File: src/logic/typec_port_params.svh
// constants shared by the source port control logic: offsets, field positions, codes, timing.
// assumes it is included by its bare name by every design file that needs it.
// Operation
// - flag high load current above 1.95 A
// - pull attach indicator low while sink attached
// - sample enable only after standby supply good
// - enable high starts operation; never left floating
// - after start-up watch both CC lines
// - switch bus power on only after deglitch
// - apply VCONN to unused CC showing Ra
// - remove bus power at once on detach
// - advertise current level from two select inputs
// - enable low: switches off, outputs released, monitor off
`ifndef TYPEC_PORT_PARAMS_SVH
`define TYPEC_PORT_PARAMS_SVH

`define CLK_MHZ          200
`define DEBOUNCE_US      150
`define DEBOUNCE_CYCLES  (`DEBOUNCE_US * `CLK_MHZ)
`define DEB_CNT_W        24

// synchroniser lanes
`define SYNC_W           9
`define SY_AUX           0
`define SY_EN            1
`define SY_CC1_RD        2
`define SY_CC2_RD        3
`define SY_CC1_RA        4
`define SY_CC2_RA        5
`define SY_LOAD          6
`define SY_SEL           7
`define SY_SEL_HI        8

// register map, byte addresses
`define ADDR_W           4
`define REG_CTRL         4'h0
`define REG_STATUS       4'h4
`define REG_INT_STATUS   4'h8
`define REG_INT_MASK     4'hc
`define CTRL_PORT_EN     0
`define CTRL_RESET       1'h1

// status fields
`define ST_AUX_OK        0
`define ST_ENABLED       1
`define ST_ATTACHED      2
`define ST_FLIPPED       3
`define ST_BUS_ON        4
`define ST_VCONN_ON      5
`define ST_HI_CURRENT    6
`define ST_ADV_LO        8

// interrupt events
`define INT_W            4
`define INT_ATTACH       0
`define INT_DETACH       1
`define INT_HI_CURRENT   2
`define INT_DISABLE      3
`define INT_RESET        4'h0

// advertised source current codes
`define ADV_OFF          2'h0
`define ADV_DEFAULT      2'h1
`define ADV_1A5          2'h2
`define ADV_3A0          2'h3

`endif

File: src/logic/typec_port_pkg.sv
// types of the source port control logic.
// assumes nothing beyond a SystemVerilog compiler.
package typec_port_pkg;
	typedef enum logic [2:0] {
		st_uvlo,
		st_disabled,
		st_unattached,
		st_debounce,
		st_attached
	} port_state_type;

	typedef logic [1:0] adv_level_type;
endpackage : typec_port_pkg

File: src/logic/deglitch_if.sv
// carrier between the port controller and its attach deglitch timer.
// assumes both ends sit on the same clock.
interface deglitch_if;
	logic arm;
	logic done;

	modport ctrl  (output arm, input done);
	modport timer (input arm, output done);
endinterface : deglitch_if

File: src/logic/pin_sync.sv
// two-flop synchronisers for every asynchronous pin of the port controller.
// assumes the inputs come from comparators or pins outside the ref_clk domain.
`include "typec_port_params.svh"

module pin_sync (
	// clock and reset
	input  logic                ref_clk,
	input  logic                rst_n,
	// pins
	input  logic [`SYNC_W-1:0]  async_in,
	output logic [`SYNC_W-1:0]  sync_out
);
	genvar g;
	generate
		for (g = 0; g < `SYNC_W; g++) begin : g_lane
			logic meta_r;
			logic sync_r;

			// first stage is read only by the second stage
			always_ff @(posedge ref_clk or negedge rst_n) begin
				if (!rst_n) begin
					meta_r <= 1'b0;
					sync_r <= 1'b0;
				end else begin
					meta_r <= async_in[g];
					sync_r <= meta_r;
				end
			end

			assign sync_out[g] = sync_r;
		end
	endgenerate
endmodule : pin_sync

File: src/logic/attach_deglitch.sv
// attach deglitch timer: done rises once arm has stood for the full interval.
// assumes arm drops whenever the attach condition changes, which restarts the count.
`include "typec_port_params.svh"

module attach_deglitch #(
	parameter int unsigned deglitch_cycles = `DEBOUNCE_CYCLES
) (
	// clock and reset
	input  logic        ref_clk,
	input  logic        rst_n,
	// controller side
	deglitch_if.timer   dg
);
	localparam logic [`DEB_CNT_W-1:0] last_count = `DEB_CNT_W'(deglitch_cycles - 1);

	logic [`DEB_CNT_W-1:0] cnt_r;
	logic [`DEB_CNT_W-1:0] cnt_nxt;

	always_comb begin
		cnt_nxt = '0;
		if (dg.arm) begin
			cnt_nxt = (cnt_r == last_count) ? cnt_r : cnt_r + 1'b1;
		end
	end

	always_ff @(posedge ref_clk or negedge rst_n) begin
		if (!rst_n) begin
			cnt_r <= '0;
		end else begin
			cnt_r <= cnt_nxt;
		end
	end

	assign dg.done = dg.arm && (cnt_r == last_count);
endmodule : attach_deglitch

File: src/logic/typec_source_port_control.sv
// control logic of a Type-C source port: start-up, attach, bus power, VCONN,
// current advertisement, attach and high-current indicators, Avalon-MM registers.
// assumes analog comparators feed the cc and load inputs, all asynchronous to ref_clk.
//
// The implementer's own choices: the Avalon-MM slave port and the register addresses.
`include "typec_port_params.svh"

module typec_source_port_control #(
	parameter int unsigned deglitch_cycles = `DEBOUNCE_CYCLES
) (
	// clock and reset
	input  logic        ref_clk,
	input  logic        rst_n,
	// register bus
	input  logic [3:0]  avs_address,
	input  logic        avs_read,
	input  logic        avs_write,
	input  logic [31:0] avs_writedata,
	output logic [31:0] avs_readdata,
	output logic        avs_waitrequest,
	output logic        irq,
	// supply and enable pins
	input  logic        aux_uvlo_ok,
	input  logic        en,
	// cc and load comparators
	input  logic        cc1_rd,
	input  logic        cc2_rd,
	input  logic        cc1_ra,
	input  logic        cc2_ra,
	input  logic        load_over_thresh,
	// advertisement select pins
	input  logic        adv_level_sel,
	input  logic        adv_level_upper_sel,
	// power switch and cc controls
	output logic        cc_monitor_on,
	output logic        rp_cc1_on,
	output logic        rp_cc2_on,
	output logic [1:0]  rp_level,
	output logic        bus_switch_on,
	output logic        vconn_cc1_on,
	output logic        vconn_cc2_on,
	// open-drain indicators
	output logic        sink_attached_n_o,
	output logic        sink_attached_n_oe,
	output logic        load_high_n_o,
	output logic        load_high_n_oe
);
	logic [`SYNC_W-1:0] pins_s;
	logic aux_s;
	logic en_s;
	logic cc1_rd_s;
	logic cc2_rd_s;
	logic cc1_ra_s;
	logic cc2_ra_s;
	logic load_s;
	logic sel_s;
	logic sel_hi_s;

	pin_sync u_sync (
		.ref_clk  (ref_clk),
		.rst_n    (rst_n),
		.async_in ({adv_level_upper_sel, adv_level_sel, load_over_thresh, cc2_ra, cc1_ra,
			cc2_rd, cc1_rd, en, aux_uvlo_ok}),
		.sync_out (pins_s)
	);

	assign aux_s    = pins_s[`SY_AUX];
	assign en_s     = pins_s[`SY_EN];
	assign cc1_rd_s = pins_s[`SY_CC1_RD];
	assign cc2_rd_s = pins_s[`SY_CC2_RD];
	assign cc1_ra_s = pins_s[`SY_CC1_RA];
	assign cc2_ra_s = pins_s[`SY_CC2_RA];
	assign load_s   = pins_s[`SY_LOAD];
	assign sel_s    = pins_s[`SY_SEL];
	assign sel_hi_s = pins_s[`SY_SEL_HI];

	deglitch_if dg ();

	attach_deglitch #(
		.deglitch_cycles (deglitch_cycles)
	) u_deglitch (
		.ref_clk (ref_clk),
		.rst_n   (rst_n),
		.dg      (dg)
	);

	// control, interrupt status and interrupt mask registers, written over the bus
	logic                      port_en_r;
	logic                      port_en_nxt;
	logic [`INT_W-1:0]         int_status_r;
	logic [`INT_W-1:0]         int_status_nxt;
	logic [`INT_W-1:0]         int_mask_r;
	logic [`INT_W-1:0]         int_mask_nxt;

	// port state
	typec_port_pkg::port_state_type state_r;
	typec_port_pkg::port_state_type state_nxt;
	logic flip_r;
	logic flip_nxt;
	logic sink_seen;
	logic active_rd;

	// both Rd at once is a debug accessory, not a sink, so it never powers the bus
	assign sink_seen = cc1_rd_s ^ cc2_rd_s;
	assign active_rd = flip_r ? cc2_rd_s : cc1_rd_s;
	assign dg.arm    = (state_r == typec_port_pkg::st_debounce);

	always_comb begin
		state_nxt = state_r;
		flip_nxt  = flip_r;
		unique case (state_r)
			typec_port_pkg::st_uvlo: begin
				if (aux_s) begin
					state_nxt = typec_port_pkg::st_disabled;
				end
			end
			typec_port_pkg::st_disabled: begin
				if (en_s && port_en_r) begin
					state_nxt = typec_port_pkg::st_unattached;
				end
			end
			typec_port_pkg::st_unattached: begin
				if (sink_seen) begin
					state_nxt = typec_port_pkg::st_debounce;
					flip_nxt  = cc2_rd_s;
				end
			end
			typec_port_pkg::st_debounce: begin
				// a change of orientation restarts the deglitch from scratch
				if (!sink_seen || (cc2_rd_s != flip_r)) begin
					state_nxt = typec_port_pkg::st_unattached;
				end else if (dg.done) begin
					state_nxt = typec_port_pkg::st_attached;
				end
			end
			typec_port_pkg::st_attached: begin
				if (!active_rd) begin
					state_nxt = typec_port_pkg::st_unattached;
				end
			end
			default: begin
				state_nxt = typec_port_pkg::st_uvlo;
			end
		endcase
		if (!aux_s) begin
			state_nxt = typec_port_pkg::st_uvlo;
		end else if ((!en_s || !port_en_r) && (state_r != typec_port_pkg::st_uvlo)) begin
			state_nxt = typec_port_pkg::st_disabled;
		end
	end

	always_ff @(posedge ref_clk or negedge rst_n) begin
		if (!rst_n) begin
			state_r <= typec_port_pkg::st_uvlo;
			flip_r  <= 1'b0;
		end else begin
			state_r <= state_nxt;
			flip_r  <= flip_nxt;
		end
	end

	// outputs follow the next state, so detach drops power on the very next edge
	logic attached_nxt;
	logic monitor_nxt;
	logic bus_nxt;
	logic vconn1_nxt;
	logic vconn2_nxt;
	logic rp1_nxt;
	logic rp2_nxt;
	logic sink_oe_nxt;
	logic load_oe_nxt;
	typec_port_pkg::adv_level_type level_nxt;
	logic monitor_r;
	logic bus_r;
	logic vconn1_r;
	logic vconn2_r;
	logic rp1_r;
	logic rp2_r;
	logic sink_oe_r;
	logic load_oe_r;
	typec_port_pkg::adv_level_type level_r;

	always_comb begin
		attached_nxt = (state_nxt == typec_port_pkg::st_attached);
		monitor_nxt  = (state_nxt == typec_port_pkg::st_unattached) ||
			(state_nxt == typec_port_pkg::st_debounce) || attached_nxt;
		bus_nxt      = attached_nxt;
		vconn1_nxt   = attached_nxt && flip_nxt && cc1_ra_s;
		vconn2_nxt   = attached_nxt && !flip_nxt && cc2_ra_s;
		// once attached, Rp stays only on the line the sink uses
		rp1_nxt      = monitor_nxt && !(attached_nxt && flip_nxt);
		rp2_nxt      = monitor_nxt && !(attached_nxt && !flip_nxt);
		sink_oe_nxt  = attached_nxt;
		load_oe_nxt  = attached_nxt && load_s;
		if (!monitor_nxt) begin
			level_nxt = `ADV_OFF;
		end else if (!sel_s) begin
			level_nxt = `ADV_DEFAULT;
		end else if (!sel_hi_s) begin
			level_nxt = `ADV_1A5;
		end else begin
			level_nxt = `ADV_3A0;
		end
	end

	always_ff @(posedge ref_clk or negedge rst_n) begin
		if (!rst_n) begin
			monitor_r <= 1'b0;
			bus_r     <= 1'b0;
			vconn1_r  <= 1'b0;
			vconn2_r  <= 1'b0;
			rp1_r     <= 1'b0;
			rp2_r     <= 1'b0;
			sink_oe_r <= 1'b0;
			load_oe_r <= 1'b0;
			level_r   <= `ADV_OFF;
		end else begin
			monitor_r <= monitor_nxt;
			bus_r     <= bus_nxt;
			vconn1_r  <= vconn1_nxt;
			vconn2_r  <= vconn2_nxt;
			rp1_r     <= rp1_nxt;
			rp2_r     <= rp2_nxt;
			sink_oe_r <= sink_oe_nxt;
			load_oe_r <= load_oe_nxt;
			level_r   <= level_nxt;
		end
	end

	assign cc_monitor_on      = monitor_r;
	assign bus_switch_on      = bus_r;
	assign vconn_cc1_on       = vconn1_r;
	assign vconn_cc2_on       = vconn2_r;
	assign rp_cc1_on          = rp1_r;
	assign rp_cc2_on          = rp2_r;
	assign rp_level           = level_r;
	assign sink_attached_n_o  = 1'b0;
	assign sink_attached_n_oe = sink_oe_r;
	assign load_high_n_o      = 1'b0;
	assign load_high_n_oe     = load_oe_r;

	// bus slave: one wait cycle, then the answer; write lands on the released edge
	function automatic logic hit(input logic [`ADDR_W-1:0] a, input logic [`ADDR_W-1:0] off);
		hit = (a == off);
	endfunction : hit

	logic              ack_r;
	logic              ack_nxt;
	logic [31:0]       rdata_r;
	logic [31:0]       rdata_nxt;
	logic              req;
	logic              wr_fire;
	logic [31:0]       status_word;
	logic [`INT_W-1:0] events;
	logic [`INT_W-1:0] clear;

	assign req             = avs_read || avs_write;
	assign wr_fire         = avs_write && ack_r;
	assign avs_waitrequest = req && !ack_r;
	assign avs_readdata    = rdata_r;

	always_comb begin
		status_word                  = '0;
		status_word[`ST_AUX_OK]      = aux_s;
		status_word[`ST_ENABLED]     = monitor_r;
		status_word[`ST_ATTACHED]    = (state_r == typec_port_pkg::st_attached);
		status_word[`ST_FLIPPED]     = flip_r;
		status_word[`ST_BUS_ON]      = bus_r;
		status_word[`ST_VCONN_ON]    = vconn1_r || vconn2_r;
		status_word[`ST_HI_CURRENT]  = load_oe_r;
		status_word[`ST_ADV_LO +: 2] = level_r;
	end

	always_comb begin
		ack_nxt   = req && !ack_r;
		rdata_nxt = rdata_r;
		if (avs_read && !ack_r) begin
			rdata_nxt = '0;
			if (hit(avs_address, `REG_CTRL)) begin
				rdata_nxt[`CTRL_PORT_EN] = port_en_r;
			end else if (hit(avs_address, `REG_STATUS)) begin
				rdata_nxt = status_word;
			end else if (hit(avs_address, `REG_INT_STATUS)) begin
				rdata_nxt[`INT_W-1:0] = int_status_r;
			end else if (hit(avs_address, `REG_INT_MASK)) begin
				rdata_nxt[`INT_W-1:0] = int_mask_r;
			end
		end
	end

	always_comb begin
		events                  = '0;
		events[`INT_ATTACH]     = attached_nxt && (state_r != typec_port_pkg::st_attached);
		events[`INT_DETACH]     = !attached_nxt && (state_r == typec_port_pkg::st_attached);
		events[`INT_HI_CURRENT] = load_oe_nxt && !load_oe_r;
		events[`INT_DISABLE]    = monitor_r && !monitor_nxt;
		clear = '0;
		if (wr_fire && hit(avs_address, `REG_INT_STATUS)) begin
			clear = avs_writedata[`INT_W-1:0];
		end
		// a new event in the clearing cycle survives the clear
		int_status_nxt = (int_status_r & ~clear) | events;
		int_mask_nxt   = int_mask_r;
		port_en_nxt    = port_en_r;
		if (wr_fire && hit(avs_address, `REG_INT_MASK)) begin
			int_mask_nxt = avs_writedata[`INT_W-1:0];
		end
		if (wr_fire && hit(avs_address, `REG_CTRL)) begin
			port_en_nxt = avs_writedata[`CTRL_PORT_EN];
		end
	end

	always_ff @(posedge ref_clk or negedge rst_n) begin
		if (!rst_n) begin
			ack_r        <= 1'b0;
			rdata_r      <= '0;
			int_status_r <= `INT_RESET;
			int_mask_r   <= `INT_RESET;
			port_en_r    <= `CTRL_RESET;
		end else begin
			ack_r        <= ack_nxt;
			rdata_r      <= rdata_nxt;
			int_status_r <= int_status_nxt;
			int_mask_r   <= int_mask_nxt;
			port_en_r    <= port_en_nxt;
		end
	end

	assign irq = |(int_status_r & int_mask_r);
endmodule : typec_source_port_control

File: config.mk
export PLATFORM = sky130hd
export DESIGN_NAME = typec_source_port_control
export DESIGN_NICKNAME = d
export VERILOG_FILES = /design/src/logic/typec_port_pkg.sv /design/src/logic/deglitch_if.sv /design/src/logic/pin_sync.sv /design/src/logic/attach_deglitch.sv /design/src/logic/typec_source_port_control.sv
export VERILOG_INCLUDE_DIRS = /design/src /design/src/logic
export SDC_FILE = /design/constraint.sdc
export NUM_CORES = 1
export LEC_CHECK = 0
export BUFFER_PORTS_ARGS = -buffer_cell sky130_fd_sc_hd__buf_4
export CAP_MARGIN = 10
export CORE_MARGIN = 2
export CORE_UTILIZATION = 30
export CTS_BUF_LIST = sky130_fd_sc_hd__clkbuf_4
export DETAILED_ROUTE_END_ITERATION = 8
export SYNTH_ARGS = -nofsm -noshare
export SYNTH_HDL_FRONTEND = slang
export SYNTH_HIERARCHICAL = 1
export SYNTH_SLANG_ARGS = --single-unit
export TNS_END_PERCENT = 50
File: constraint.sdc
create_clock -name ref_clk -period 2.55 [get_ports ref_clk]
set_clock_uncertainty 0.2 [all_clocks]
set_input_delay 0.1275 -clock ref_clk [delete_from_list [all_inputs] [get_ports ref_clk]]
set_output_delay 0.1275 -clock ref_clk [all_outputs]
set_load 0.005 [all_outputs]
Yosys cells after proc, flatten, opt, wreduce, memory -nomap -nowiden

Index checks and enable logic that the tools add are counted.

Input port bits: 49
Output and inout port bits: 46
Word-level logic and storage cells: 117
Flip-flop bits (word level): 97

Equal/unequal tests: 14
Muxes and demuxes: 23
Add/subtract/negate cells: 1
Reduce and logical (&&, ||, !) cells: 40
Bitwise operators: 5

Operator list:

| cell                  | number |
|---|---|
| $mux 24               | 2 |
| $mux 31               | 1 |
| $add 24x1->24 const B | 1 |
| $eq 24x15->1 const B  | 1 |
| $mux 3                | 7 |
| $logic_and 1x1->1     | 20 |
| $mux 4                | 4 |
| $pmux 3 s5            | 1 |
| $eq 3x2->1 const B    | 4 |
| $logic_not 1->1       | 10 |
| $and 4x4->4           | 2 |
| $eq 4x4->1 const B    | 2 |
| $eq 3x3->1 const B    | 2 |
| $logic_or 1x1->1      | 6 |
| $mux 6                | 1 |
| $mux 1                | 5 |
| $eq 4x3->1 const B    | 1 |
| $logic_not 4->1       | 1 |
| $mux 2                | 2 |
| $not 4->4             | 1 |
| $or 4x4->4            | 1 |
| $reduce_or 4->1       | 1 |
| $eq 3x1->1 const B    | 1 |
| $logic_not 3->1       | 1 |
| 5 further kinds       | 5 |

Logic depth before layout (Yosys ltp)

Word-level depth: 13
Depth in mapped cells: 9
Gate-level depth less buffers: 8

Hierarchy

The synthesis kept the hierarchy.

Modules (own cells, without submodules):

| module                    | cells an instance | sequential area each (um^2) | area each (um^2) | times used |
|---|---|---|---|---|
| typec_source_port_control | 174               | 802.0                       | 1,811.7          | 1 |
| attach_deglitch           | 144               | 600.6                       | 1,345.0          | 1 |
| pin_sync                  | 27                | 450.4                       | 518.0            | 1 |

Worst setup path after synthesis

Ideal clock, no wire load.

Path kind: flip-flop to flip-flop
From: reg u_deglitch.cnt_r[16]
To: reg rp1_r, in the netlist rp_cc1_on
Stages on the path, launching flop included: 9
Slack: -0.078 ns
Library setup time: 0.148 ns
Period minus slack after synthesis: 2.628 ns
Data arrival time: 2.280 ns
Path buffers: 0
Required time: 2.202 ns
Cells stage by stage: dfrtp_1 -> or4_1 -> nor3_1 -> nand4_1 -> nor2_1 -> nor4bb_1 -> nor3_1 -> a2111oi_4 -> a211oi_1

Word-level cells in the longest chain between the ends: 11
Elaborated cells between the ends (all ways): 15
Those cells by class: 4 x eq/ne; 5 x mux; 6 x reduce/logical

Ends and longest elaborated chain:

| element                                                      | line                                                               | RTL |
|---|---|---|
| start: declaration                                           | attach_deglitch.sv:16                                              | `` logic [`DEB_CNT_W-1:0] cnt_r; `` |
| start signal: assignment                                     | attach_deglitch.sv:30                                              | `cnt_r <= cnt_nxt;` |
| $eq 24x15->1 (*)                                             | attach_deglitch.sv:34                                              | `assign dg.done = dg.arm && (cnt_r == last_count);` |
| $logic_and 1x1->1 (*)                                        | attach_deglitch.sv:34                                              |  |
| via dg.done                                                  | deglitch_if.sv:5                                                   | `logic done;` |
| $mux 3 (*)                                                   | typec_source_port_control.sv:132                                   | `end else if (dg.done) begin` |
| $mux 3 (*)                                                   | typec_source_port_control.sv:130                                   | `if (!sink_seen \|\| (cc2_rd_s != flip_r)) begin` |
| $pmux 3 s5 (*)                                               | typec_source_port_control.sv:111                                   | `unique case (state_r)` |
| $mux 3 (*)                                                   | typec_source_port_control.sv:147                                   | `end else if ((!en_s \|\| !port_en_r) && (state_r != typec_port_pkg::st_uvlo)) begin` |
| $mux 3 (*)                                                   | typec_source_port_control.sv:145                                   | `if (!aux_s) begin` |
| $eq 3x2->1, or another cell as far along                     | typec_source_port_control.sv:185                                   | `monitor_nxt = (state_nxt == typec_port_pkg::st_unattached) \|\|` |
| $logic_or 1x1->1 / $logic_and 1x1->1 (equally long branches) | typec_source_port_control.sv:185, typec_source_port_control.sv:191 |  |
| $logic_or 1x1->1 / $logic_not 1->1 (equally long branches)   | typec_source_port_control.sv:186, typec_source_port_control.sv:191 |  |
| $logic_and 1x1->1 (*)                                        | typec_source_port_control.sv:191                                   | `rp1_nxt = monitor_nxt && !(attached_nxt && flip_nxt);` |
| via rp1_nxt                                                  | typec_source_port_control.sv:168                                   | `logic rp1_nxt;` |
| end signal: assignment                                       | typec_source_port_control.sv:222                                   | `rp1_r <= rp1_nxt;` |
| end: declaration                                             | typec_source_port_control.sv:177                                   | `logic rp1_r;` |

Mark *: on every way through the listed nets, which the timed path passes. The rest lies on a longest branch.
A chain may end at the register's enable or synchronous reset.

Worst setup path in the final report

From: reg u_deglitch.cnt_r[6]
To: reg level_r[0], in the netlist rp_level[0]

Word-level cells in the longest chain between the ends: 11
Elaborated cells between the ends (all ways): 13
Those cells by class: 4 x eq/ne; 6 x mux; 3 x reduce/logical

Ends and longest elaborated chain:

| element                       | line                                                               | RTL |
|---|---|---|
| $eq 24x15->1 (*)              | attach_deglitch.sv:34                                              |  |
| $logic_and 1x1->1 (*)         | attach_deglitch.sv:34                                              |  |
| via dg.done                   | deglitch_if.sv:5                                                   |  |
| $mux 3 (*)                    | typec_source_port_control.sv:132                                   |  |
| $mux 3 (*)                    | typec_source_port_control.sv:130                                   |  |
| $pmux 3 s5 (*)                | typec_source_port_control.sv:111                                   |  |
| $mux 3 (*)                    | typec_source_port_control.sv:147                                   |  |
| $mux 3 (*)                    | typec_source_port_control.sv:145                                   |  |
| $eq 3x2->1 (on tied branches) | typec_source_port_control.sv:185, typec_source_port_control.sv:186 |  |
| $logic_or 1x1->1              | typec_source_port_control.sv:185                                   |  |
| $logic_or 1x1->1 (*)          | typec_source_port_control.sv:186                                   | `(state_nxt == typec_port_pkg::st_debounce) \|\| attached_nxt;` |
| $mux 2 (*)                    | typec_source_port_control.sv:195                                   | `if (!monitor_nxt) begin` |
| via level_nxt[0]              | typec_source_port_control.sv:172                                   | `typec_port_pkg::adv_level_type level_nxt;` |
| end signal: assignment        | typec_source_port_control.sv:216                                   | `` level_r <= `ADV_OFF; `` |
| end signal: assignment        | typec_source_port_control.sv:226                                   | `level_r <= level_nxt;` |
| end: declaration              | typec_source_port_control.sv:181                                   | `typec_port_pkg::adv_level_type level_r;` |

Marked as above.

==> flow_summary.ini <==
[critical_path]
path_delay_family = simple AND/OR/NAND/NOR gates
critPathLaunchType = register
cpPeakStageDelay_ns = 0.55
worstPathCellList = or4b_4 > nor3_2 > nand4_1 > nor2_2 > buf_4 > o211ai_4 > buf_4 > and2_2 > a221oi_2
critPathKind = reg -> reg
worst-path-max-fanout = 4
worst-path-buf-inv = 2
crit_path_frequent_cell = buf_4
arrival_ns = 2.64
worstPathRequired_ns = 2.69
cp-end-kind = register
cp_slowest_cell = or4b_4

[timing]
fin_ws_ns = 0.04890
hold_viol_final = 0
finalCriticalPeriod_ns = 2.501
slew-limit-headroom = 0.3825
rsz0062_at_grt = yes
finalSetupViolCount = 0
drv_slew = 0
whs_ns = 0.09972
clock.fmax_mhz = 399.8
finalCritPeriodShare = 0.9808
worst-slew-pin-transition_ns = 0.9263

[detailed_routing]
vias_per_cell = 4.699
drc = 0
ant_nets = 0
wl_mm = 7.549
detail_route.first_pass.iterations = 4
drt_iter0_drc = 163
vias = 2716
avgRoutedWirePerCell_um = 13.06

[finish]
post_route_cells_drive_above_1_share = 0.2738
area.growth.synth_to_final_pct = 23.73
stdcell_count = 578
nNetsFinal = 476
postLayoutCellArea_um2 = 4547
antennaDiodeCount = 0
fillers = 1199

[grt]
antenna_found_initial = 0
grt_pass1_wl_mm = 12.43
grtUsageTotal = 0.1199
grt.overflow.total = 0
grt_pass1_vias = 2670
grt_max_degree = 75

[clock_network]
cts_buffers = 9
clkSinkCount = 74
root_buffer = clkbuf_4
cts_tree = done
clk_path_buf_depth = 2
cts.clk_slew.worst_paths_ns = 0.12
htreeDepth = 3
clk_latency_ns = 0.44

[worst_hold_path]
hold_path.class = in -> reg

[synth]
synth.distinct_cells = 66
synth_area_per_cell_um2 = 10.65
seq_area_frac_synth = 0.5043
synth.most_common_cell = dfrtp_1
synth_area_leaders = dfrtp_1 (50%), buf_4 (7.4%), nand2_1 (3.2%)
yosys.area.top_type_share = 0.4971
syn_inst = 345
synthFlopType = dfrtp_1
ys_seq_elements = 74
synth-async-reset-ratio = 1.000
yosysWarnings = 6
yosysTopAreaCell = dfrtp_1
synth_common_cells = dfrtp_1 (73), buf_4 (36), nand2_1 (31), a21oi_1 (18), nor2_1 (18)
syn_area_um2 = 3675
synth_edf_count = 0

[power_and_ir_drop]
power_leakage_nw = 1.977
power_mw = 2.151
ir_drop_uv = 175.4
power.density_nw_per_um2 = 473.0

[place]
place_ws_ns = -0.06650
place_inst = 537
gp_congestion = 0.7450
dpl.hpwl_mm = 5.323
io_buffer_count = 41
placed_area_um2 = 4158

[floorplan]
core_um2 = 11960
die-area_um2 = 13150
die_h_um = 114.7
floorplan.initialDensity = 0.3072
ios = 95
num_rows = 40
die_x_um = 114.7

[run_status]
status = finished, final reports clean

[job]
cap_viol_max_count = 0
==> power by group <==
group          total (mW)  switching, mW  internal (mW)  leakage, nW
clock               0.640          0.430          0.210       0.0527
sequential           1.26         0.0331           1.23        0.966
combinational       0.252          0.120          0.132        0.958
total                2.15          0.583           1.57         1.98
==> worst reg2reg max path, delay by kind of cell (launching register included) <==
family          cells  cell delay, ns
compound gates      2            0.32
buf+inv             2            0.30
flops               1            0.39
simple gates        5            1.22
==> kinds of logic after synthesis <==
kind of cell,Yosys count,synth area share
other,1,0.001020
buffers and inverters,58,0.1038
and+or+nand+nor,123,0.1958
muxes,13,0.04052
AOI/OAI and AO/OA,66,0.1291
adders and majority gates,2,0.006468
xor gates and xnor gates,8,0.01907
DFF,74,0.5043
==> sequential cells by signal (all words and copies together) (netlist names) <==
| name | flops |
|---|---|
| avs_readdata | 9 |
| u_deglitch/cnt_r | 24 |
| load_high_n_oe | 1 |
| ack_r | 1 |
| int_status_r | 4 |
| u_sync/g_lane.meta_r | 9 |
| state_r | 3 |
| rp_level | 2 |
| rp_cc2_on | 1 |
| int_mask_r | 4 |
| port_en_r | 1 |
| vconn_cc1_on | 1 |
| cc_monitor_on | 1 |
| u_sync/g_lane.sync_r | 9 |
| flip_r | 1 |
| rp_cc1_on | 1 |
| vconn_cc2_on | 1 |
| sink_attached_n_oe | 1 |
==> layout by cell type, fill, tap and decap left out, types with 4 or more instances in the layout <==
cell type,synthesis,layout
nand4_1,6,6
and3_1,5,5
nand2_1,31,31
mux2_2,5,5
a21oi_1,18,18
buf_4,36,69
nand2b_1,6,6
mux2i_1,7,7
dfrtp_1,73,73
o21ai_0,16,16
nand3_1,10,10
or4_1,6,5
conb_1,1,25
clkinvlp_4,0,4
or3_1,6,6
xor2_1,6,6
o31ai_1,7,7
clkbuf_4,0,10
nor2_1,18,17
dlygate4sd3_1,0,24
inv_1,10,10
==> area by class of cell <==
class,instances,area (um^2),area share
flip-flops and latches,74,1853,0.4075
multi-input cells,237,1585,0.3487
repair buffers,94,769.5,0.1692
well taps,147,183.9,0.04045
clock buffers,10,75.07,0.01651
clock inverters,6,42.54,0.009356
inverters,10,37.54,0.008255
==> layer usage <==
metal	global-route usage	vias up	wire, um
li1	-	1330	-
met1	0.1413	1315	3277
met2	0.2083	63	3836
met3	0.03388	8	357
met4	0.04309	0	77
met5	0	-	0
==> worst paths after layout <==
kind	cells past startpoint	slack (ns)	startpoint	end
min reg2reg	0	0.16	u_sync/g_lane[3].meta_r	u_sync/g_lane[3].sync_r
max in group asynchronous	2	1.37	rst_n	u_sync/g_lane[0].sync_r
min	5	0.1	avs_write	int_status_r[1]
min in group asynchronous	2	0.15	rst_n	int_mask_r[3]
max	9	0.05	u_deglitch/cnt_r[6]	rp_level[0]
max reg2reg	9	0.05	u_deglitch/cnt_r[6]	rp_level[0]
==> per-stage QoR <==
stage / setup TNS, ns / util
2_1_floorplan: -0.08244 / -
3_3_place_gp: -0.1423 / 0.3476
3_5_place_dp: -0.4152 / 0.3476
4_1_cts: 0 / 0.3792
5_1_grt: -0.3966 / 0.3801
6_report: 0 / 0.3801
==> what timing repair did <==
action,in CTS,in global routing
hold buffers,24,0
buffers inserted,1,0
pin swaps,7,2
endpoints found under the setup margin,12,11
hold endpoints to repair,101,0
resized for setup,2,3
Power figures use the tool's default switching activity.
